[src/pkg/pwm_gen_pkg.sv]
// Shared constants and types for the motor PWM generator control block.
// Assumes a 32-bit APB slave with word-aligned byte addresses.
package pwm_gen_pkg;
    // ------------------------------------------------------------
    // Register map
    // ------------------------------------------------------------
    localparam logic [11:0] CTRL_OFF = 12'h000;  // generator_control
    localparam logic [11:0] PIN_OFF  = 12'h004;  // generator_pin_control
    localparam logic [11:0] KEY_OFF  = 12'h008;  // unlock_key_register
    localparam logic [11:0] ACK_OFF  = 12'h00C;  // controller pending acknowledge
    localparam int ADDR_W = 12;

    // ------------------------------------------------------------
    // generator_control fields
    // ------------------------------------------------------------
    localparam int FLAG_LSB   = 27;  // flags at 31..27
    localparam int EN_LSB     = 19;  // enables at 23..19
    localparam int FLTSTAT_B  = 15;
    localparam int CLSTAT_B   = 14;
    localparam int ITB_B      = 9;
    localparam int DTC_LSB    = 6;
    localparam int COMP_POLARITY_SELECT_B     = 5;
    localparam int DIR_B      = 4;
    localparam int MASTER_BASE_SELECT_B     = 3;
    localparam int EXTERNAL_RESET_CONTROL_B    = 1;
    localparam int NFLAGS     = 5;
    localparam logic [31:0] CTRL_CFG_MASK = 32'h000002EA;  // INDEPENDENT_BASE_SELECT, DEAD_TIME_CONTROL_FIELD, COMP_POLARITY_SELECT, MASTER_BASE_SELECT, EXTERNAL_RESET_CONTROL
    localparam logic [1:0]  DTC_COMP      = 2'h3;

    // ------------------------------------------------------------
    // generator_pin_control fields
    // ------------------------------------------------------------
    localparam int LIMIT_SOURCE_SELECT_LSB  = 23;
    localparam int FAULT_SOURCE_SELECT_LSB = 19;
    localparam int FAULT_MODE_SELECT_B   = 18;
    localparam int CURRENT_LIMIT_MODE_B    = 17;
    localparam int HIGH_PIN_OWNERSHIP_B     = 15;
    localparam int LOW_PIN_OWNERSHIP_B     = 14;
    localparam int HIGH_SIDE_POLARITY_B     = 13;
    localparam int POLL_B     = 12;
    localparam int FDATH_B    = 3;
    localparam int FDATL_B    = 2;
    localparam logic [31:0] PIN_MASK  = 32'h07FEF00C;
    localparam logic [31:0] PIN_RESET = 32'h00000000;

    // ------------------------------------------------------------
    // Unlock key and timing
    // ------------------------------------------------------------
    localparam logic [15:0] KEY_FIRST  = 16'hABCD;
    localparam logic [15:0] KEY_SECOND = 16'h4321;
    localparam logic [1:0]  XP_LAG     = 2'h2;  // PWM ticks after deassertion
    localparam int NSRC = 16;

    typedef enum logic [2:0] {
        KEY_IDLE = 3'b001,
        KEY_HALF = 3'b010,
        KEY_OPEN = 3'b100
    } key_state_t;

    typedef struct packed {
        logic fault;
        logic limit;
        logic trig;
        logic zero;
        logic period;
    } flags_t;
endpackage

[src/design/pwm_gen_ctrl.sv]
// Per-generator control, event flags, fault routing and unlock logic for one motor PWM generator.
// Assumes time-base ticks, duty, period, trigger and mode inputs come from logic on pclk;
// fault, comparator, compensation and lock-fuse inputs come from outside and are synchronised.
//
// What this block does
// - Fault flag bit 31 sets on fault event, holds until software clears.
// - Current-limit flag bit 30 sets on a current-limit event.
// - Trigger flag bit 29 sets when the timer matches the trigger compare.
// - Timer-zero flag bit 28 sets when the timer reaches zero.
// - Period-match flag bit 27 sets when the timer matches period.
// - Fault enable bit 23 with fault flag raises interrupt event.
// - Current-limit enable bit 22 with its flag raises interrupt event.
// - Controller pending stays high while any local flag is set.
// - Compensation polarity only acts when dead-time control field is 11.
// - Polarity bit 5 picks which output shortens for each sense level.
// - Bit 4 reads one while timer decrements, zero while incrementing.
// - Bit 3 selects secondary master time base, else primary.
// - External reset bit 1, with independent base bit 9 set and limit mode off, lets current limit reset timer in deassertion.
// - Limit during assertion resets timer two ticks after deassertion.
// - Negative dead time only applies in edge-aligned operation.
// - Generator always clocks from a master time base tick.
// - Fault source field 22-19 selects pins, comparators or pin fifteen.
// - Locked pin-control write needs key pair as the previous accesses.
// - Fault drives outputs from fault data through polarity settings.
//
// Our own choices: the APB interface to the registers and the placing of the registers.
`timescale 1ns/100ps
module pwm_gen_ctrl
    import pwm_gen_pkg::*;
(
    input  wire logic              pclk,             // APB clock, 250 MHz
    input  wire logic              presetn,          // Async reset, active low
    input  wire logic [ADDR_W-1:0] paddr,            // APB address
    input  wire logic              psel,             // APB select
    input  wire logic              penable,          // APB enable
    input  wire logic              pwrite,           // APB direction
    input  wire logic [31:0]       pwdata,           // APB write data
    output logic      [31:0]       prdata,           // APB read data
    output logic                   pready,           // APB ready
    output logic                   pslverr,          // APB error on unmapped address
    input  wire logic              primary_tick,     // Primary master time base enable
    input  wire logic              secondary_tick,   // Secondary master time base enable
    input  wire logic              module_enable,    // Module running
    input  wire logic              center_mode,      // Center-aligned counting
    input  wire logic [15:0]       period_value,     // Timer period
    input  wire logic [15:0]       duty_value,       // Duty compare
    input  wire logic [15:0]       trigger_value,    // Trigger compare
    input  wire logic [7:0]        dead_time,        // Signed dead time in ticks
    input  wire logic [7:0]        fault_input_pin,  // Fault pins one to eight
    input  wire logic              fault_pin15,      // Fault pin fifteen
    input  wire logic [4:0]        comparator_in,    // Comparator outputs one to five
    input  wire logic              comp_sense_input, // Dead-time compensation sense
    input  wire logic              write_lock_fuse,  // Zero means pin control is locked
    output logic                   high_side_output, // High-side pin level
    output logic                   high_side_oe,     // High-side pin owned by generator
    output logic                   low_side_output,  // Low-side pin level
    output logic                   low_side_oe,      // Low-side pin owned by generator
    output logic                   irq_event,        // Enabled local event pending
    output logic                   controller_pending_flag // Shared controller flag
);
    // ------------------------------------------------------------
    // Input synchronisers
    // ------------------------------------------------------------
    logic [NSRC+1:0] sync1_q;
    logic [NSRC+1:0] sync2_q;
    logic [NSRC-1:0] src;
    logic            sense_s;
    logic            fuse_s;

    // Two-stage capture of all asynchronous pins
    always_ff @(posedge pclk or negedge presetn) begin
        if (!presetn) begin
            sync1_q <= '0;
            sync2_q <= '0;
        end else begin
            sync1_q <= {write_lock_fuse, comp_sense_input, fault_pin15, 2'b00, comparator_in, fault_input_pin};
            sync2_q <= sync1_q;
        end
    end
    assign src     = sync2_q[NSRC-1:0];
    assign sense_s = sync2_q[NSRC];
    assign fuse_s  = sync2_q[NSRC+1];

    // Reserved codes map to tied-low source bits, so they never fault
    function automatic logic pick_source(input logic [3:0] code, input logic [NSRC-1:0] v);
        pick_source = v[code];
    endfunction

    // ------------------------------------------------------------
    // Registers and bus decode
    // ------------------------------------------------------------
    logic [31:0] cfg_q;
    logic [31:0] pin_q;
    logic [NFLAGS-1:0] flag_q;
    logic [NFLAGS-1:0] en_q;
    key_state_t  key_q;
    logic        acc;
    logic        wr_ctrl;
    logic        wr_pin;
    logic        wr_key;
    logic        wr_ack;
    logic        pin_open;
    logic        mapped;

    assign acc      = psel & penable & pready;
    assign wr_ctrl  = acc & pwrite & (paddr == CTRL_OFF);
    assign wr_pin   = acc & pwrite & (paddr == PIN_OFF);
    assign wr_key   = acc & pwrite & (paddr == KEY_OFF);
    assign wr_ack   = acc & pwrite & (paddr == ACK_OFF);
    assign mapped   = (paddr == CTRL_OFF) | (paddr == PIN_OFF) | (paddr == KEY_OFF) | (paddr == ACK_OFF);
    assign pin_open = fuse_s | (key_q == KEY_OPEN);

    // One wait state keeps pready and prdata straight from flip-flops
    always_ff @(posedge pclk or negedge presetn) begin
        if (!presetn) begin
            pready  <= 1'b0;
            pslverr <= 1'b0;
        end else begin
            pready  <= psel & penable & ~pready;
            pslverr <= psel & penable & ~pready & ~mapped;
        end
    end

    // unlock sequence, any other access breaks it
    always_ff @(posedge pclk or negedge presetn) begin
        if (!presetn) begin
            key_q <= KEY_IDLE;
        end else if (acc) begin
            case (key_q)
                KEY_IDLE: key_q <= (wr_key && pwdata[15:0] == KEY_FIRST) ? KEY_HALF : KEY_IDLE;
                KEY_HALF: key_q <= (wr_key && pwdata[15:0] == KEY_SECOND) ? KEY_OPEN : KEY_IDLE;
                KEY_OPEN: key_q <= KEY_IDLE;
                default:  key_q <= KEY_IDLE;
            endcase
        end
    end

    // Configuration fields of generator_control and the enables
    always_ff @(posedge pclk or negedge presetn) begin
        if (!presetn) begin
            cfg_q <= '0;
            en_q  <= '0;
        end else if (wr_ctrl) begin
            cfg_q <= pwdata & CTRL_CFG_MASK;
            en_q  <= pwdata[EN_LSB +: NFLAGS];
        end
    end

    // pin-control write dropped silently while locked
    always_ff @(posedge pclk or negedge presetn) begin
        if (!presetn) begin
            pin_q <= PIN_RESET;
        end else if (wr_pin && pin_open) begin
            pin_q <= pwdata & PIN_MASK;
        end
    end

    // ------------------------------------------------------------
    // Time base
    // ------------------------------------------------------------
    logic        tick;
    logic [15:0] cnt_q;
    logic        dir_q;
    logic        high_phase;
    logic [1:0]  deassert_q;
    logic        xp_on;
    logic        xp_req_q;
    logic        xp_reset;
    logic        limit_lvl;
    logic        limit_lvl_q;

    // tick always from a master time base
    assign tick       = cfg_q[MASTER_BASE_SELECT_B] ? secondary_tick : primary_tick;
    assign high_phase = cnt_q < duty_value;
    assign limit_lvl  = pick_source(pin_q[LIMIT_SOURCE_SELECT_LSB +: 4], src);
    // reset only with independent base and limit mode off
    assign xp_on      = cfg_q[EXTERNAL_RESET_CONTROL_B] & cfg_q[ITB_B] & ~pin_q[CURRENT_LIMIT_MODE_B];
    assign xp_reset   = tick & xp_req_q & ~high_phase & (deassert_q == XP_LAG);

    // Counter, up only when edge-aligned, up/down when center-aligned
    always_ff @(posedge pclk or negedge presetn) begin
        if (!presetn) begin
            cnt_q <= '0;
            dir_q <= 1'b0;
        end else if (!module_enable) begin
            cnt_q <= '0;
            dir_q <= 1'b0;
        end else if (xp_reset) begin
            cnt_q <= '0;
            dir_q <= 1'b0;
        end else if (tick) begin
            if (!center_mode) begin
                cnt_q <= (cnt_q >= period_value) ? 16'h0000 : cnt_q + 16'h0001;
                dir_q <= 1'b0;
            end else if (!dir_q) begin
                if (cnt_q >= period_value) begin
                    dir_q <= 1'b1;
                    cnt_q <= cnt_q - 16'h0001;
                end else begin
                    cnt_q <= cnt_q + 16'h0001;
                end
            end else if (cnt_q == 16'h0000) begin
                dir_q <= 1'b0;
                cnt_q <= 16'h0001;
            end else begin
                cnt_q <= cnt_q - 16'h0001;
            end
        end
    end

    always_ff @(posedge pclk or negedge presetn) begin
        if (!presetn) begin
            deassert_q <= 2'h0;
        end else if (tick) begin
            if (high_phase) begin
                deassert_q <= 2'h0;
            end else if (deassert_q != XP_LAG) begin
                deassert_q <= deassert_q + 2'h1;
            end
        end
    end

    // latch a limit edge until the deferred reset happens
    always_ff @(posedge pclk or negedge presetn) begin
        if (!presetn) begin
            xp_req_q    <= 1'b0;
            limit_lvl_q <= 1'b0;
        end else begin
            limit_lvl_q <= limit_lvl;
            if (!xp_on) begin
                xp_req_q <= 1'b0;
            end else if (limit_lvl & ~limit_lvl_q) begin
                xp_req_q <= 1'b1;
            end else if (xp_reset) begin
                xp_req_q <= 1'b0;
            end
        end
    end

    // ------------------------------------------------------------
    // Events and local flags
    // ------------------------------------------------------------
    flags_t      set_evt;
    logic        fault_lvl;
    logic        fault_lvl_q;
    logic        fault_on;
    logic        limit_on;
    logic        any_enabled;

    assign fault_lvl       = pick_source(pin_q[FAULT_SOURCE_SELECT_LSB +: 4], src);
    assign fault_on        = pin_q[FAULT_MODE_SELECT_B] & fault_lvl;
    assign limit_on        = pin_q[CURRENT_LIMIT_MODE_B] & limit_lvl;
    assign set_evt.fault   = fault_on & ~(pin_q[FAULT_MODE_SELECT_B] & fault_lvl_q);
    assign set_evt.limit   = limit_on & ~(pin_q[CURRENT_LIMIT_MODE_B] & limit_lvl_q);
    assign set_evt.trig    = tick & module_enable & (cnt_q == trigger_value);
    assign set_evt.zero    = tick & module_enable & (cnt_q == 16'h0000);
    assign set_evt.period  = tick & module_enable & (cnt_q == period_value);
    assign any_enabled     = |(flag_q & en_q);

    always_ff @(posedge pclk or negedge presetn) begin
        if (!presetn) begin
            fault_lvl_q <= 1'b0;
        end else begin
            fault_lvl_q <= fault_lvl;
        end
    end

    // write zero clears, set wins over clear
    always_ff @(posedge pclk or negedge presetn) begin
        if (!presetn) begin
            flag_q <= '0;
        end else begin
            for (int i = 0; i < NFLAGS; i++) begin
                flag_q[i] <= set_evt[i] | (flag_q[i] & ~(wr_ctrl & ~pwdata[FLAG_LSB + i]));
            end
        end
    end

    // shared flag cannot clear while any local flag stands, enabled or not
    always_ff @(posedge pclk or negedge presetn) begin
        if (!presetn) begin
            controller_pending_flag <= 1'b0;
            irq_event               <= 1'b0;
        end else begin
            irq_event <= any_enabled;
            if (any_enabled) begin
                controller_pending_flag <= 1'b1;
            end else if (wr_ack && pwdata[0] && !(|flag_q)) begin
                controller_pending_flag <= 1'b0;
            end
        end
    end

    // ------------------------------------------------------------
    // Output shaping
    // ------------------------------------------------------------
    logic signed [17:0] dt_eff;
    logic signed [17:0] h_end;
    logic signed [17:0] l_start;
    logic signed [17:0] cnt_s;
    logic               comp_on;
    logic               lengthen_high;
    logic               h_act;
    logic               l_act;

    // negative dead time only when edge-aligned
    assign dt_eff  = (center_mode && dead_time[7]) ? 18'sd0 : 18'(signed'(dead_time));
    assign cnt_s   = signed'({2'b00, cnt_q});
    // compensation only with field at 11
    assign comp_on = (cfg_q[DTC_LSB +: 2] == DTC_COMP);
    // polarity and sense pick the lengthened side
    assign lengthen_high = cfg_q[COMP_POLARITY_SELECT_B] ? ~sense_s : sense_s;

    always_comb begin
        h_end   = signed'({2'b00, duty_value});
        l_start = h_end + dt_eff;
        if (comp_on) begin
            h_end   = lengthen_high ? h_end + dt_eff : h_end - dt_eff;
            l_start = h_end;
        end
        h_act = module_enable & (cnt_s < h_end);
        l_act = module_enable & (cnt_s >= l_start);
    end

    // fault data overrides, mapped through polarity
    always_ff @(posedge pclk or negedge presetn) begin
        if (!presetn) begin
            high_side_output <= 1'b0;
            low_side_output  <= 1'b0;
            high_side_oe     <= 1'b0;
            low_side_oe      <= 1'b0;
        end else begin
            high_side_oe     <= pin_q[HIGH_PIN_OWNERSHIP_B];
            low_side_oe      <= pin_q[LOW_PIN_OWNERSHIP_B];
            high_side_output <= (fault_on ? pin_q[FDATH_B] : h_act) ^ pin_q[HIGH_SIDE_POLARITY_B];
            low_side_output  <= (fault_on ? pin_q[FDATL_B] : l_act) ^ pin_q[POLL_B];
        end
    end

    // ------------------------------------------------------------
    // Read data
    // ------------------------------------------------------------
    logic [31:0] ctrl_rd;

    always_comb begin
        ctrl_rd = cfg_q;
        ctrl_rd[FLAG_LSB +: NFLAGS] = flag_q;
        ctrl_rd[EN_LSB +: NFLAGS]   = en_q;
        ctrl_rd[FLTSTAT_B]          = fault_on;
        ctrl_rd[CLSTAT_B]           = limit_on;
        ctrl_rd[DIR_B]              = dir_q;
    end

    // Key reads as zero so the sequence cannot be observed
    always_ff @(posedge pclk or negedge presetn) begin
        if (!presetn) begin
            prdata <= '0;
        end else if (psel && penable && !pready && !pwrite) begin
            case (paddr)
                CTRL_OFF: prdata <= ctrl_rd;
                PIN_OFF:  prdata <= pin_q;
                ACK_OFF:  prdata <= {31'h00000000, controller_pending_flag};
                default:  prdata <= '0;
            endcase
        end
    end

    // ------------------------------------------------------------
    // Assertions
    // ------------------------------------------------------------
    a_fault_flag_set: assert property (@(posedge pclk) disable iff (!presetn)
        set_evt.fault |=> flag_q[4]) else $error("fault flag not set");
    a_limit_flag_set: assert property (@(posedge pclk) disable iff (!presetn)
        set_evt.limit |=> ctrl_rd[30]) else $error("limit flag not set");
    a_zero_flag_set: assert property (@(posedge pclk) disable iff (!presetn)
        (tick && module_enable && cnt_q == 16'h0000) |=> ctrl_rd[28]) else $error("zero flag not set");
    a_period_flag_set: assert property (@(posedge pclk) disable iff (!presetn)
        (tick && module_enable && cnt_q == period_value) |=> ctrl_rd[27]) else $error("period flag not set");
    a_flag_w0_clear: assert property (@(posedge pclk) disable iff (!presetn)
        (wr_ctrl && !pwdata[31] && !set_evt.fault) |=> !flag_q[4]) else $error("fault flag not cleared");
    a_pending_holds: assert property (@(posedge pclk) disable iff (!presetn)
        (flag_q[4] && en_q[4]) |=> controller_pending_flag && irq_event) else $error("pending dropped");
    a_lock_blocks_write: assert property (@(posedge pclk) disable iff (!presetn)
        (wr_pin && !fuse_s && key_q != KEY_OPEN) |=> $stable(pin_q)) else $error("locked write taken");
    a_xp_waits_lag: assert property (@(posedge pclk) disable iff (!presetn)
        (tick && high_phase && module_enable) |=> !xp_reset) else $error("reset during assertion");
    a_fault_drive: assert property (@(posedge pclk) disable iff (!presetn)
        fault_on |=> high_side_output == ($past(pin_q[FDATH_B]) ^ $past(pin_q[HIGH_SIDE_POLARITY_B])))
        else $error("fault drive wrong");
    a_dir_report: assert property (@(posedge pclk) disable iff (!presetn)
        (module_enable && center_mode && tick && !xp_reset && !dir_q && cnt_q >= period_value) |=> ctrl_rd[4])
        else $error("direction not reported");
endmodule

[config.mk]
export PLATFORM = sky130hd
export DESIGN_NAME = pwm_gen_ctrl
export DESIGN_NICKNAME = d
export VERILOG_FILES = /design/src/pkg/pwm_gen_pkg.sv /design/src/design/pwm_gen_ctrl.sv
export SDC_FILE = /design/constraint.sdc
export NUM_CORES = 1
export LEC_CHECK = 0
export ABC_AREA = 1
export BUFFER_PORTS_ARGS = -buffer_cell sky130_fd_sc_hd__buf_4
export CAP_MARGIN = 20
export CELL_PAD_IN_SITES_DETAIL_PLACEMENT = 1
export CELL_PAD_IN_SITES_GLOBAL_PLACEMENT = 2
export CORE_MARGIN = 2
export CORE_UTILIZATION = 35
export DETAILED_ROUTE_END_ITERATION = 10
export GPL_TIMING_DRIVEN = 0
export PLACE_DENSITY_LB_ADDON = 0.25
export RECOVER_POWER = 50
export SLEW_MARGIN = 20
export SYNTH_ARGS = -nofsm -noshare
export SYNTH_HDL_FRONTEND = slang
export SYNTH_SLANG_ARGS = --single-unit
[constraint.sdc]
create_clock -name pclk -period 4.4 [get_ports pclk]
set_input_delay 0.44 -clock pclk [delete_from_list [all_inputs] [get_ports pclk]]
set_output_delay 0.44 -clock pclk [all_outputs]
set_load 0.02 [all_outputs]
After elaboration in Yosys (flattened, before gate mapping)
Cells that the tools add are included.

cells by class
  add/subtract/negate cells = 5
  order comparisons = 6
  eq/ne operators = 15
  muxes and demuxes = 38
  bitwise logic cells = 67
  reductions and logical operators = 19

operators with widths
  kind                                                                     number
  16-bit two-way mux                                                       8
  32-bit case mux with 3 select lines                                      1
  18-bit two-way mux                                                       4
  1-bit bitwise AND                                                        37
  16-bit equality test                                                     2
  12-bit by 4-bit equality test with 1-bit output, second input constant   2
  17-bit by 18-bit adder with 18-bit output                                1
  17-bit by 18-bit >= comparator with 1-bit output                         1
  17-bit by 18-bit < comparator with 1-bit output                          1
  1-bit two-way mux                                                        18
  1-bit inverter                                                           18
  17-bit by 18-bit subtractor with 18-bit output                           1
  16-bit by 1-bit adder with 16-bit output, second input constant          1
  16-bit by 15-bit equality test with 1-bit output, second input constant  1
  16-bit equality test, second input constant                              1
  16-bit >= comparator                                                     1
  16-bit logical NOT                                                       1
  16-bit < comparator                                                      1
  16-bit by 1-bit subtractor with 16-bit output, second input constant     1
  12-bit by 3-bit equality test with 1-bit output, second input constant   1
  12-bit logical NOT                                                       1
  4-bit by 5-bit < comparator with 1-bit output, second input constant     2
  5-bit OR reduction                                                       2
  1-bit logical AND                                                        9
  other kinds (17)                                                         34

storage, ports and cells
  bits in registers = 129
  input port bits = 125
  output and inout bits = 40
  word-level logic and storage cells = 172

Logic depth before layout (Yosys ltp)
Gate-level depths: netlist of the first run.

  depth after elaboration = 9
  depth in mapped cells = 32
  depth with buffers taken out = 31

Least setup slack after synthesis of the first run
No wires, ideal clock.

  path kind = input to register
  start = in center_mode
  end = reg low_side_output
  setup time = 0.116 ns
  arrival time = 3.357 ns
  slack = 0.927 ns
  stages on the path = 25
  path buffers = 0
  cell sequence = inv_1 -> nand2_1 -> inv_1 -> ha_1 -> o21bai_1 -> a21oi_1 -> nand3_2 -> a21oi_1 -> xor2_1 -> nand2_1 -> nand3_1 -> o21ai_0 -> ha_1 -> a21oi_1 -> nor2_1 -> a211oi_1 -> nand2_1 -> nand2_1 -> nand3_1 -> nand3_1 -> nand3_1 -> nand2_1 -> nand2_1 -> nand2_1 -> nand2_1

on the way
  cells in the longest elaborated chain, start to end = 9
  elaborated cells between the ends (all ways) = 10

RTL lines
  item                                                                                                                line                                      RTL
  start: declaration                                                                                                  pwm_gen_ctrl.sv:44                        input wire logic center_mode,
  1-bit logical AND *                                                                                                 pwm_gen_ctrl.sv:307                       assign dt_eff = (center_mode && dead_time[7]) ? 18'sd0 : 18'(signed'(dead_time));
  18-bit two-way mux *                                                                                                pwm_gen_ctrl.sv:307
  17-bit by 18-bit subtractor with 18-bit output / 17-bit by 18-bit adder with 18-bit output (equally long branches)  pwm_gen_ctrl.sv:318, pwm_gen_ctrl.sv:316
  18-bit two-way mux                                                                                                  pwm_gen_ctrl.sv:318                       h_end = lengthen_high ? h_end + dt_eff : h_end - dt_eff;
  18-bit two-way mux *                                                                                                pwm_gen_ctrl.sv:317                       if (comp_on) begin
  17-bit by 18-bit >= comparator with 1-bit output *                                                                  pwm_gen_ctrl.sv:322                       l_act = module_enable & (cnt_s >= l_start);
  1-bit bitwise AND *                                                                                                 pwm_gen_ctrl.sv:322
  1-bit two-way mux *                                                                                                 pwm_gen_ctrl.sv:336                       low_side_output <= (fault_on ? pin_q[FDATL_B] : l_act) ^ pin_q[POLL_B];
  1-bit XOR *                                                                                                         pwm_gen_ctrl.sv:336
  end signal: assignment                                                                                              pwm_gen_ctrl.sv:336
  end: declaration                                                                                                    pwm_gen_ctrl.sv:56                        output logic low_side_output,

Every way passes the cells marked *; elsewhere a longest branch is shown, timed or not.
A chain may end at the register's enable or synchronous reset.

Worst setup path after layout of the first run
Ends and elaborated chain as after synthesis.

==> results.py, run 1 <==
metrics = {
    "setup_path": {
        "arrival_ps": 4340,
        "r2r_cells": 20,
        "cp-end-kind": "flip-flop",
        "worstPathMaxFanout": 15,
        "timing_worst_setup_path_type": "input port to flip-flop",
        "timing.rr.end": "high_side_output",
        "startpoint_type": "input port",
        "r2r_setup_slack_ps": 560,
        "cp_data_required_time_ps": 4710,
        "critical_path.reg2reg.startpoint": "cfg_q[5]",
    },
    "min_path": {
        "worst_hold_startpoint": "comparator_in[3]",
        "hold-path-endpoint": "sync1_q[11]",
        "holdPathStages": 1,
        "holdCritPathClass": "input port to flip-flop",
    },
    "routing": {
        "avgViaCountPerCell": 5.03,
        "drc_errors_left": 0,
        "post_drt_wl_per_cell_um": 17.5,
        "number_of_detailed_route_iterations_in_the_first_pass": 5,
        "drt.antenna.violating_nets": 0,
        "wl_um": 33800,
        "dr_iter_0_viols": 414,
        "via_count": 9731,
    },
    "timing": {
        "period_needed_ps": 4030,
        "finalWorstSetupSlack_ps": 369,
        "finalSetupViolations": 0,
        "clock.fmax_ghz": 0.248,
        "rsz0062_at_grt": "yes",
        "final_max_slew_viol_count": 61,
        "timing_worst_slew_pin_value_ps": 3480,
        "slew_headroom_pct": -132,
        "final-hold-violation-count": 0,
        "final.setup_skew_ps": 11.2,
        "timing.final.crit_share_pct": 91.6,
    },
    "yosys": {
        "synth_flop_cell": "dfrtp_1",
        "ys_top_cells_by_count": "nand2_1, inv_1, o21ai_0",
        "synth.distinct_cells": 54,
        "ys_warn_count": 0,
        "synth_seq_cells": 125,
        "synthDominantAreaCellType": "dfrtp_1",
        "postSynthAreaPerCell_um2": 7.27,
        "synth_seq_area_share_pct": 31.6,
        "post-synth-top-area-fraction_pct": 31.4,
        "synth_edf_count": 0,
        "yosys-top-cells-area": "dfrtp_1, nand2_1, ha_1",
        "syn_inst": 1360,
        "yosys.cell_count.top_type": "nand2_1",
        "synth_async_sr_flop_share_pct": 100,
        "synth_area_um2": 9890,
    },
    "clock_network": {
        "clkLatencyLatePin_ps": 420,
        "tritoncts_clock_tree": "yes",
        "cts_num_sinks": 125,
        "cts_buffers": 17,
        "clkSlewWorstSetupHoldPaths_ps": 70,
        "cts_max_level": 4,
        "cts_setup_buffers": 0,
        "max_buffers_root_to_sink": 2,
        "cts.root.buffer_cell": "clkbuf_16",
    },
    "power_and_ir_drop": {
        "power_total_mw": 3.28,
        "cellPowerDensity_nw_per_um2": 269,
        "max-vdd-ir-drop_mv": 0.246,
        "total_leakage_power_nw": 6.33,
    },
    "finish": {
        "flip_flop_and_latch_area_um2": 3130,
        "insertedDiodeCount": 0,
        "instances_no_fill": 1934,
        "filler_cell_count": 3578,
        "multi_input_gate_area_um2": 5760,
        "syn2layout_area_growth_pct": 23.2,
        "final_layout_size_suffix_gt1_share_pct": 17.1,
        "postLayoutCellArea_um2": 12200,
        "finalNetCount": 1770,
    },
    "flow_run": {
        "drv.max_cap_violation_count": 1,
    },
    "global_routing": {
        "grt_antenna_before_repair": 0,
        "grt_use_total_pct": 23.6,
        "grt_pass1_wl_um": 54000,
        "grt_start_max_net_pins": 66,
        "number_of_global_route_vias_before_repair": 10300,
        "grt_overflow": 0,
    },
    "floorplan": {
        "dieArea_um2": 29600,
        "io-pin-count": 165,
        "die_width_um": 172,
        "fp-row-count": 61,
        "die_y_um": 172,
        "core-area_um2": 27800,
        "initial_core_util_pct": 35.6,
    },
    "placed_design": {
        "pre_cts_ws_ps": -410,
        "post-dp-hpwl_um": 27700,
        "dpl-instance-area_um2": 11600,
        "buffer_ports.inserted": 159,
        "placedCellCount": 1901,
        "place_congestion": 0.871,
    },
    "status": {
        "outcome": "finished with violations",
        "violations": "capacitance limit, slew limit",
    },
}
[worst max path at each step]
stage,from,endpoint,depth (start not counted)
after floorplan,center_mode,low_side_output,25
after global placement,center_mode,high_side_output,26
after detailed placement,center_mode,low_side_output,26
after CTS,center_mode,low_side_output,26
after global routing,center_mode,low_side_output,26
final,center_mode,low_side_output,26
[per-stage QoR]
| stage | setup TNS [ps] | hold slack [ps] | utilization (%) |
|---|---|---|---|
| 2_1_floorplan | 0 | 144 | - |
| 3_3_place_gp | -778 | 333 | 41.7 |
| 3_5_place_dp | -785 | 336 | 41.8 |
| 4_1_cts | 0 | 103 | 43.9 |
| 5_1_grt | -166 | 127 | 43.9 |
| 6_report | 0 | 139 | 43.9 |
[cell usage in the layout, fill, tap and decap left out, types with 10 or more instances in the layout]
cell type | synthesis | routed
o21ai_1 | 12 | 13
nor4_1 | 11 | 11
nor3_1 | 13 | 14
nand4_1 | 22 | 22
dfrtp_1 | 124 | 124
inv_1 | 190 | 190
o21ai_0 | 128 | 127
xor2_1 | 40 | 40
o211ai_1 | 12 | 12
xnor2_1 | 10 | 10
buf_2 | 11 | 11
o22ai_1 | 12 | 12
clkbuf_16 | 0 | 17
clkbuf_4 | 0 | 16
nor2_1 | 67 | 67
a21oi_1 | 69 | 69
nand2_1 | 344 | 343
buf_4 | 12 | 154
ha_1 | 100 | 100
clkbuf_1 | 19 | 20
nand3_1 | 74 | 74
[worst max-delay path: stages]
cell      delay (ps)
buf_4            130
inv_1             80
nand2_2          310
inv_1            350
ha_1             300
o21bai_1         150
a21oi_1          180
nand3_2          210
a21oi_2          210
xor2_1           330
o22ai_1          150
nand2_1          100
o21ai_0          100
ha_1             330
nand2_1           70
nor2_1            40
a211oi_1         190
nand2_1           80
nand2_1           60
nand3_1           70
nand3_1           90
nand3_1           80
nand2_1          100
nand2_1           60
nand2_1           60
nand2_1           50
[per-layer routing]
metal	track usage, %	share of wire (%)
met1	30.0	46
met2	42.5	50
met3	2.98	2.8
met4	5.55	1.6
met5	0	0
[layout make-up]
type / instances / share of cell area, %
plain buffers: 47 / 2.21
clock buffers: 18 / 3.60
clock inverters: 14 / 1.19
inverters: 199 / 6.13
multi-input cells: 992 / 47.2
flip-flops and latches: 125 / 25.7
well taps: 378 / 3.88
repair buffers: 161 / 10.1
[sequential cells by signal, summed over array words and instances, names as in the netlist]
name and flops:
controller_pending_flag 1, en_q 5, low_side_oe 1, deassert_q 2, pready 1, fault_lvl_q 1, high_side_oe 1, dir_q 1
irq_event 1, low_side_output 1, key_q 3, cnt_q 16, pslverr 1, cfg_q 6, limit_lvl_q 1, sync1_q 16
xp_req_q 1, flag_q 5, sync2_q 16, pin_q 16, high_side_output 1, prdata 28
[kinds of logic (layout without fill, tap and decap cells)]
group	count (synthesis)	count (layout)	share of synthesized area (%)
AO/OA/AOI/OAI	261	261	14.5
XOR/XNOR	51	51	4.59
adder cells (fa/ha/maj)	102	102	13.1
buffers and inverters	246	439	10.3
flip-flops	125	125	31.6
multiplexers	8	8	0.898
other	1	4	0.0379
AND/OR/NAND/NOR	566	566	25.0
[timing repair]
item	4_1_cts	5_1_grt
hold buffers	1	0
resized for setup	0	2
endpoints found under the hold margin	60	0
setup endpoints to repair	0	2
[power by group]
part | switching, mW | internal [mW]
Combinational | 0.418 | 0.258
Sequential | 0.0156 | 1.18
Clock | 0.596 | 0.813
(Power assumes the default switching activity.)
==> run 2, diff against run 1 <==
--- a/config.mk
+++ b/config.mk
@@ -8,10 +8,10 @@
 export ABC_AREA = 1
 export BUFFER_PORTS_ARGS = -buffer_cell sky130_fd_sc_hd__buf_4
 export CAP_MARGIN = 20
-export CELL_PAD_IN_SITES_DETAIL_PLACEMENT = 1
-export CELL_PAD_IN_SITES_GLOBAL_PLACEMENT = 2
+export CELL_PAD_IN_SITES_DETAIL_PLACEMENT = 0
+export CELL_PAD_IN_SITES_GLOBAL_PLACEMENT = 1
 export CORE_MARGIN = 2
-export CORE_UTILIZATION = 35
+export CORE_UTILIZATION = 36
 export DETAILED_ROUTE_END_ITERATION = 10
 export GPL_TIMING_DRIVEN = 0
 export PLACE_DENSITY_LB_ADDON = 0.25
==> results.py, run 2 (synthesis gave the netlist of run 1 again) <==
metrics = {
    "status": {
        "outcome": "finished with violations",
        "violations": "capacitance limit, slew limit",
    },
    "timing": {
        "slew_headroom_pct": -14.2,
        "timing.hold.ws_ps": 136,
        "finalSetupViolations": 0,
        "final_max_slew_viol_count": 33,
        "final-hold-violation-count": 0,
        "period_needed_ps": 3850,
        "final.setup_skew_ps": 13.2,
        "rsz0062_at_grt": "no",
        "clock.fmax_ghz": 0.260,
        "timing.final.crit_share_pct": 87.4,
        "timing_worst_slew_pin_value_ps": 1710,
    },
    "finish": {
        "final_core_utilization_pct": 45.1,
        "most_common_cell_after_layout_fill_and_taps_aside": "nand2_1",
        "largest_register_ff_count": 28,
        "final_layout_size_suffix_gt1_share_pct": 17.2,
        "syn2layout_area_growth_pct": 22.9,
        "finalNetCount": 1770,
        "multi_input_gate_area_um2": 5760,
        "registers.top_by_ff_count": "prdata",
        "flip_flop_and_latch_area_um2": 3130,
        "filler_cell_count": 2735,
        "insertedDiodeCount": 0,
        "final_cell_mix": "nand2_1, inv_1, buf_4",
    },
    "floorplan": {
        "fp-row-count": 60,
        "die_width_um": 170,
        "die_y_um": 170,
        "core-area_um2": 27000,
        "dieArea_um2": 28800,
        "initial_core_util_pct": 36.7,
        "io-pin-count": 165,
    },
    "routing": {
        "post_drt_wl_per_cell_um": 15.7,
        "dr_iter_0_viols": 436,
        "via_count": 9427,
        "drc_errors_left": 0,
        "avgViaCountPerCell": 4.97,
        "wl_um": 29700,
        "number_of_detailed_route_iterations_in_the_first_pass": 5,
        "drt.antenna.violating_nets": 0,
    },
    "setup_path": {
        "timing_worst_setup_path_type": "input port to flip-flop",
        "cp-end-kind": "flip-flop",
        "critical_path.reg2reg.startpoint": "cfg_q[5]",
        "startpoint_type": "input port",
        "arrival_ps": 4160,
        "worstPathMaxFanout": 15,
        "critical_path_origin": "center_mode",
        "cp_data_required_time_ps": 4710,
    },
    "clock_network": {
        "cts_buffers": 17,
        "cts.root.buffer_cell": "clkbuf_16",
        "clkLatencyLatePin_ps": 430,
        "cts_num_sinks": 125,
        "cts_max_level": 4,
        "tritoncts_clock_tree": "yes",
        "cts_setup_buffers": 0,
        "max_buffers_root_to_sink": 2,
        "clkSlewWorstSetupHoldPaths_ps": 70,
    },
    "power_and_ir_drop": {
        "max-vdd-ir-drop_mv": 0.229,
        "cellPowerDensity_nw_per_um2": 271,
        "total_leakage_power_nw": 6.34,
    },
    "global_routing": {
        "grt_pass1_wl_um": 47900,
        "grt_start_max_net_pins": 95,
        "grt_antenna_before_repair": 1,
        "number_of_global_route_vias_before_repair": 9134,
        "grt_overflow": 0,
        "grt_use_total_pct": 21.2,
    },
    "min_path": {
        "worst_hold_startpoint": "comparator_in[1]",
        "holdCritPathClass": "input port to flip-flop",
    },
    "placed_design": {
        "post-dp-hpwl_um": 24000,
        "buffer_ports.inserted": 159,
        "place_congestion": 0.892,
    },
    "flow_run": {
        "drv.max_cap_violation_count": 1,
    },
}
run 2: timing repair:
| item | in CTS | in global routing |
|---|---|---|
| endpoints found under the setup margin | 0 | 2 |
| hold buffers | 1 | 0 |
| endpoints found under the hold margin | 30 | 0 |
| gates resized for setup | 0 | 2 |
run 2: through the flow:
stage / total power, mW / setup TNS [ps] / worst slack, ps / area (µm²) / std cells
global route: 3.47 / 0 / 106 / 12200 / 1897
finish: 3.30 / 0 / 552 / 12200 / 1897
floorplan: 1.62 / 0 / 927 / 9900 / 1363
detailed placement: 1.87 / -397 / -208 / 11600 / 1864
CTS: 3.33 / 0 / 226 / 12200 / 1897
global placement: 1.86 / -472 / -259 / 11500 / 1863
run 2: cell type report:
| cell class | count | share of cell area (%) |
|---|---|---|
| sequential | 125 | 25.7 |
| timing repair buffer | 161 | 9.93 |
| buffer | 47 | 2.21 |
| clock buffer | 17 | 3.50 |
| tap | 341 | 3.51 |
| inverter | 199 | 6.14 |
| multi-input combinational | 992 | 47.4 |
| clock inverter | 15 | 1.59 |
run 2: metal layers:
layer | wire length, µm | part of all wire [%] | GRT usage (%) | up-vias
li1 | - | - | - | 4827
met1 | 14100 | 47 | 29.5 | 4361
met2 | 13700 | 46 | 34.2 | 198
met3 | 1320 | 4.5 | 3.36 | 39
met4 | 631 | 2.1 | 5.95 | 2
met5 | 12 | 0.040 | 0 | -
run 2: report_power, final:
group	internal (mW)	total, mW	switching (mW)
combinational	0.255	0.656	0.401
sequential	1.18	1.19	0.0149
clock	0.820	1.45	0.632
run 2: path summary, 6_finish.rpt:
kind | slack, ps | cells past startpoint | end
max | 550 | 26 | low_side_output
min | 140 | 1 | sync1_q[9]
max reg2reg | 800 | 20 | high_side_output
min reg2reg | 340 | 0 | sync2_q[15]
max in group asynchronous | 1200 | 3 | sync1_q[15]
min in group asynchronous | 1000 | 2 | pslverr
run 2: worst max-delay path, cell delays in order:
cell,delay (ps)
buf_4,130
inv_1,80
nand2_2,290
inv_1,350
ha_1,300
o21bai_1,160
a21oi_1,150
nand3_2,180
a21oi_2,200
xor2_1,290
o22ai_1,150
nand2_1,110
o21ai_0,110
ha_1,330
nand2_1,70
nor2_1,40
a211oi_1,150
nand2_1,70
nand2_1,50
nand3_1,80
nand3_1,100
nand3_1,60
nand2_1,80
nand2_1,50
nand2_1,50
nand2_1,50
==> run 3, diff against run 2 <==
--- a/config.mk
+++ b/config.mk
@@ -11,7 +11,7 @@
 export CELL_PAD_IN_SITES_DETAIL_PLACEMENT = 0
 export CELL_PAD_IN_SITES_GLOBAL_PLACEMENT = 1
 export CORE_MARGIN = 2
-export CORE_UTILIZATION = 36
+export CORE_UTILIZATION = 30
 export DETAILED_ROUTE_END_ITERATION = 10
 export GPL_TIMING_DRIVEN = 0
 export PLACE_DENSITY_LB_ADDON = 0.25
==> constraint.sdc (replaced) <==
create_clock -name pclk -period 4.7 [get_ports pclk]
set_input_delay 0.47 -clock pclk [delete_from_list [all_inputs] [get_ports pclk]]
set_output_delay 0.47 -clock pclk [all_outputs]
set_load 0.02 [all_outputs]
==> results.py, run 3 (synthesis gave the netlist of run 1 again) <==
metrics = {
    "finish": {
        "largest_register_ff_count": 28,
        "final_cell_mix": "nand2_1, inv_1, buf_4",
        "finalNetCount": 1770,
        "instances_no_fill": 1997,
        "final_layout_size_suffix_gt1_share_pct": 16.9,
        "syn2layout_area_growth_pct": 24.3,
        "postLayoutCellArea_um2": 12300,
        "most_common_cell_after_layout_fill_and_taps_aside": "nand2_1",
        "filler_cell_count": 3529,
        "registers.top_by_ff_count": "prdata",
        "insertedDiodeCount": 0,
    },
    "clock_network": {
        "cts_buffers": 17,
        "clkLatencyLatePin_ps": 430,
        "cts_max_level": 4,
        "tritoncts_clock_tree": "yes",
        "cts.root.buffer_cell": "clkbuf_16",
        "clkSlewWorstSetupHoldPaths_ps": 60,
        "cts_setup_buffers": 0,
        "max_buffers_root_to_sink": 2,
        "cts_num_sinks": 125,
    },
    "routing": {
        "post_drt_wl_per_cell_um": 15.9,
        "dr_iter_0_viols": 630,
        "drc_errors_left": 0,
        "number_of_detailed_route_iterations_in_the_first_pass": 5,
        "drt.antenna.violating_nets": 0,
        "avgViaCountPerCell": 4.74,
        "via_count": 9459,
        "wl_um": 31700,
    },
    "timing": {
        "final.setup_skew_ps": 18.7,
        "timing.final.crit_share_pct": 84.3,
        "period_needed_ps": 3960,
        "final_max_slew_viol_count": 31,
        "rsz0062_at_grt": "no",
        "timing.hold.ws_ps": 166,
        "final-hold-violation-count": 0,
        "clock.fmax_ghz": 0.252,
        "timing_worst_slew_pin_value_ps": 1860,
        "finalSetupViolations": 0,
        "timing.setup.tns_ps": 0,
        "slew_headroom_pct": -24.0,
    },
    "power_and_ir_drop": {
        "total_leakage_power_nw": 6.35,
        "power_total_mw": 3.14,
        "max-vdd-ir-drop_mv": 0.298,
        "cellPowerDensity_nw_per_um2": 255,
    },
    "setup_path": {
        "worstPathMaxFanout": 7,
        "cp_data_required_time_ps": 5010,
        "cp-end-kind": "flip-flop",
        "arrival_ps": 4270,
        "startpoint_type": "input port",
        "timing_worst_setup_path_type": "input port to flip-flop",
    },
    "global_routing": {
        "grt_overflow": 0,
        "grt_pass1_wl_um": 50400,
        "grt_start_max_net_pins": 96,
        "number_of_global_route_vias_before_repair": 9408,
        "grt_antenna_before_repair": 1,
        "grt_use_total_pct": 19.1,
    },
    "floorplan": {
        "io-pin-count": 165,
        "die_y_um": 186,
        "die_width_um": 186,
        "dieArea_um2": 34400,
        "fp-row-count": 66,
        "initial_core_util_pct": 30.4,
        "core-area_um2": 32500,
    },
    "status": {
        "outcome": "finished with violations",
        "violations": "capacitance limit, slew limit",
    },
    "flow_run": {
        "drv.max_cap_violation_count": 1,
    },
    "placed_design": {
        "dpl-instance-area_um2": 11700,
        "buffer_ports.inserted": 159,
        "placedCellCount": 1965,
        "place_congestion": 0.837,
        "post-dp-hpwl_um": 25500,
    },
    "min_path": {
        "holdCritPathClass": "input port to flip-flop",
    },
}
## run 3: cell count changes in the layout (fill, tap and decap cells not counted), sizes merged
cell | before | now
buf | 168 | 169
inv | 205 | 198
clkinv | 8 | 10
bufinv | 1 | 4
## run 3: where the power goes
| part | total [mW] | switching (mW) | internal [mW] | leakage [nW] |
|---|---|---|---|---|
| combinational | 0.621 | 0.380 | 0.240 | 4.41 |
| sequential | 1.12 | 0.0132 | 1.10 | 1.64 |
| clock | 1.40 | 0.516 | 0.888 | 0.304 |
| total | 3.14 | 0.909 | 2.23 | 6.35 |
## run 3: area by class of cell
type	instances	area (µm²)	share of cell area, %
Timing Repair Buffer	161	1220	9.95
Inverter	199	747	6.07
Buffer	47	269	2.19
Sequential cell	125	3130	25.4
Clock inverter	13	191	1.56
Multi-Input combinational cell	992	5760	46.8
Tap cell	442	553	4.50
Clock buffer	18	429	3.49
## run 3: final timing paths
| path | slack [ps] | from | cells after the start | to |
|---|---|---|---|---|
| setup / recovery | 740 | center_mode | 28 | high_side_output |
| hold / removal | 170 | comparator_in[4] | 1 | sync1_q[12] |
| setup reg to reg | 970 | cfg_q[5] | 20 | high_side_output |
| hold reg to reg | 350 | sync1_q[2] | 0 | sync2_q[2] |
| max in group asynchronous | 2340 | presetn | 3 | cnt_q[2] |
| min in group asynchronous | 1090 | presetn | 2 | pslverr |
## run 3: through the flow
step	worst slack (ps)	utilization, %
after global placement	24.0	35.8
after CTS	470	37.9
after floorplan	1200	-
after detailed placement	23.7	35.9
final	736	37.8
after global routing	257	37.8
## run 3: layer usage
layer  up-vias  wire length, µm  GRT usage (%)  share of wire (%)
met1      4428            14700           25.2                 46
met5         -               16              0              0.051
met2       168            15100           32.3                 48
met3        35             1270           3.27                4.0
met4         2              547           4.85                1.7
li1       4826                -              -                  -
## run 3: what timing repair did
item	4_1_cts	5_1_grt
endpoints found under the setup margin	0	1
gates resized for setup	0	1
hold buffers	1	0
hold endpoints to repair	30	0
## run 3: critical path, cell delays in order
cell and delay [ps]:
buf_4 140, nand2_1 260, and2_1 210, ha_1 220
inv_1 70, fa_1 410, nand3b_1 170, nand2_1 140
nand2_1 70, nand2_1 160, xor2_1 210, nand2_1 70
o211ai_1 100, o21ai_0 120, ha_1 290, nand2_1 60
nor2_1 150, nand4_1 90, o21ai_0 290, nand2_1 80
nand2_1 80, nand2_1 50, nand3b_1 70, nand2_1 50
nand3_1 90, nand2_1 70, nand2_1 60, nand2_1 40
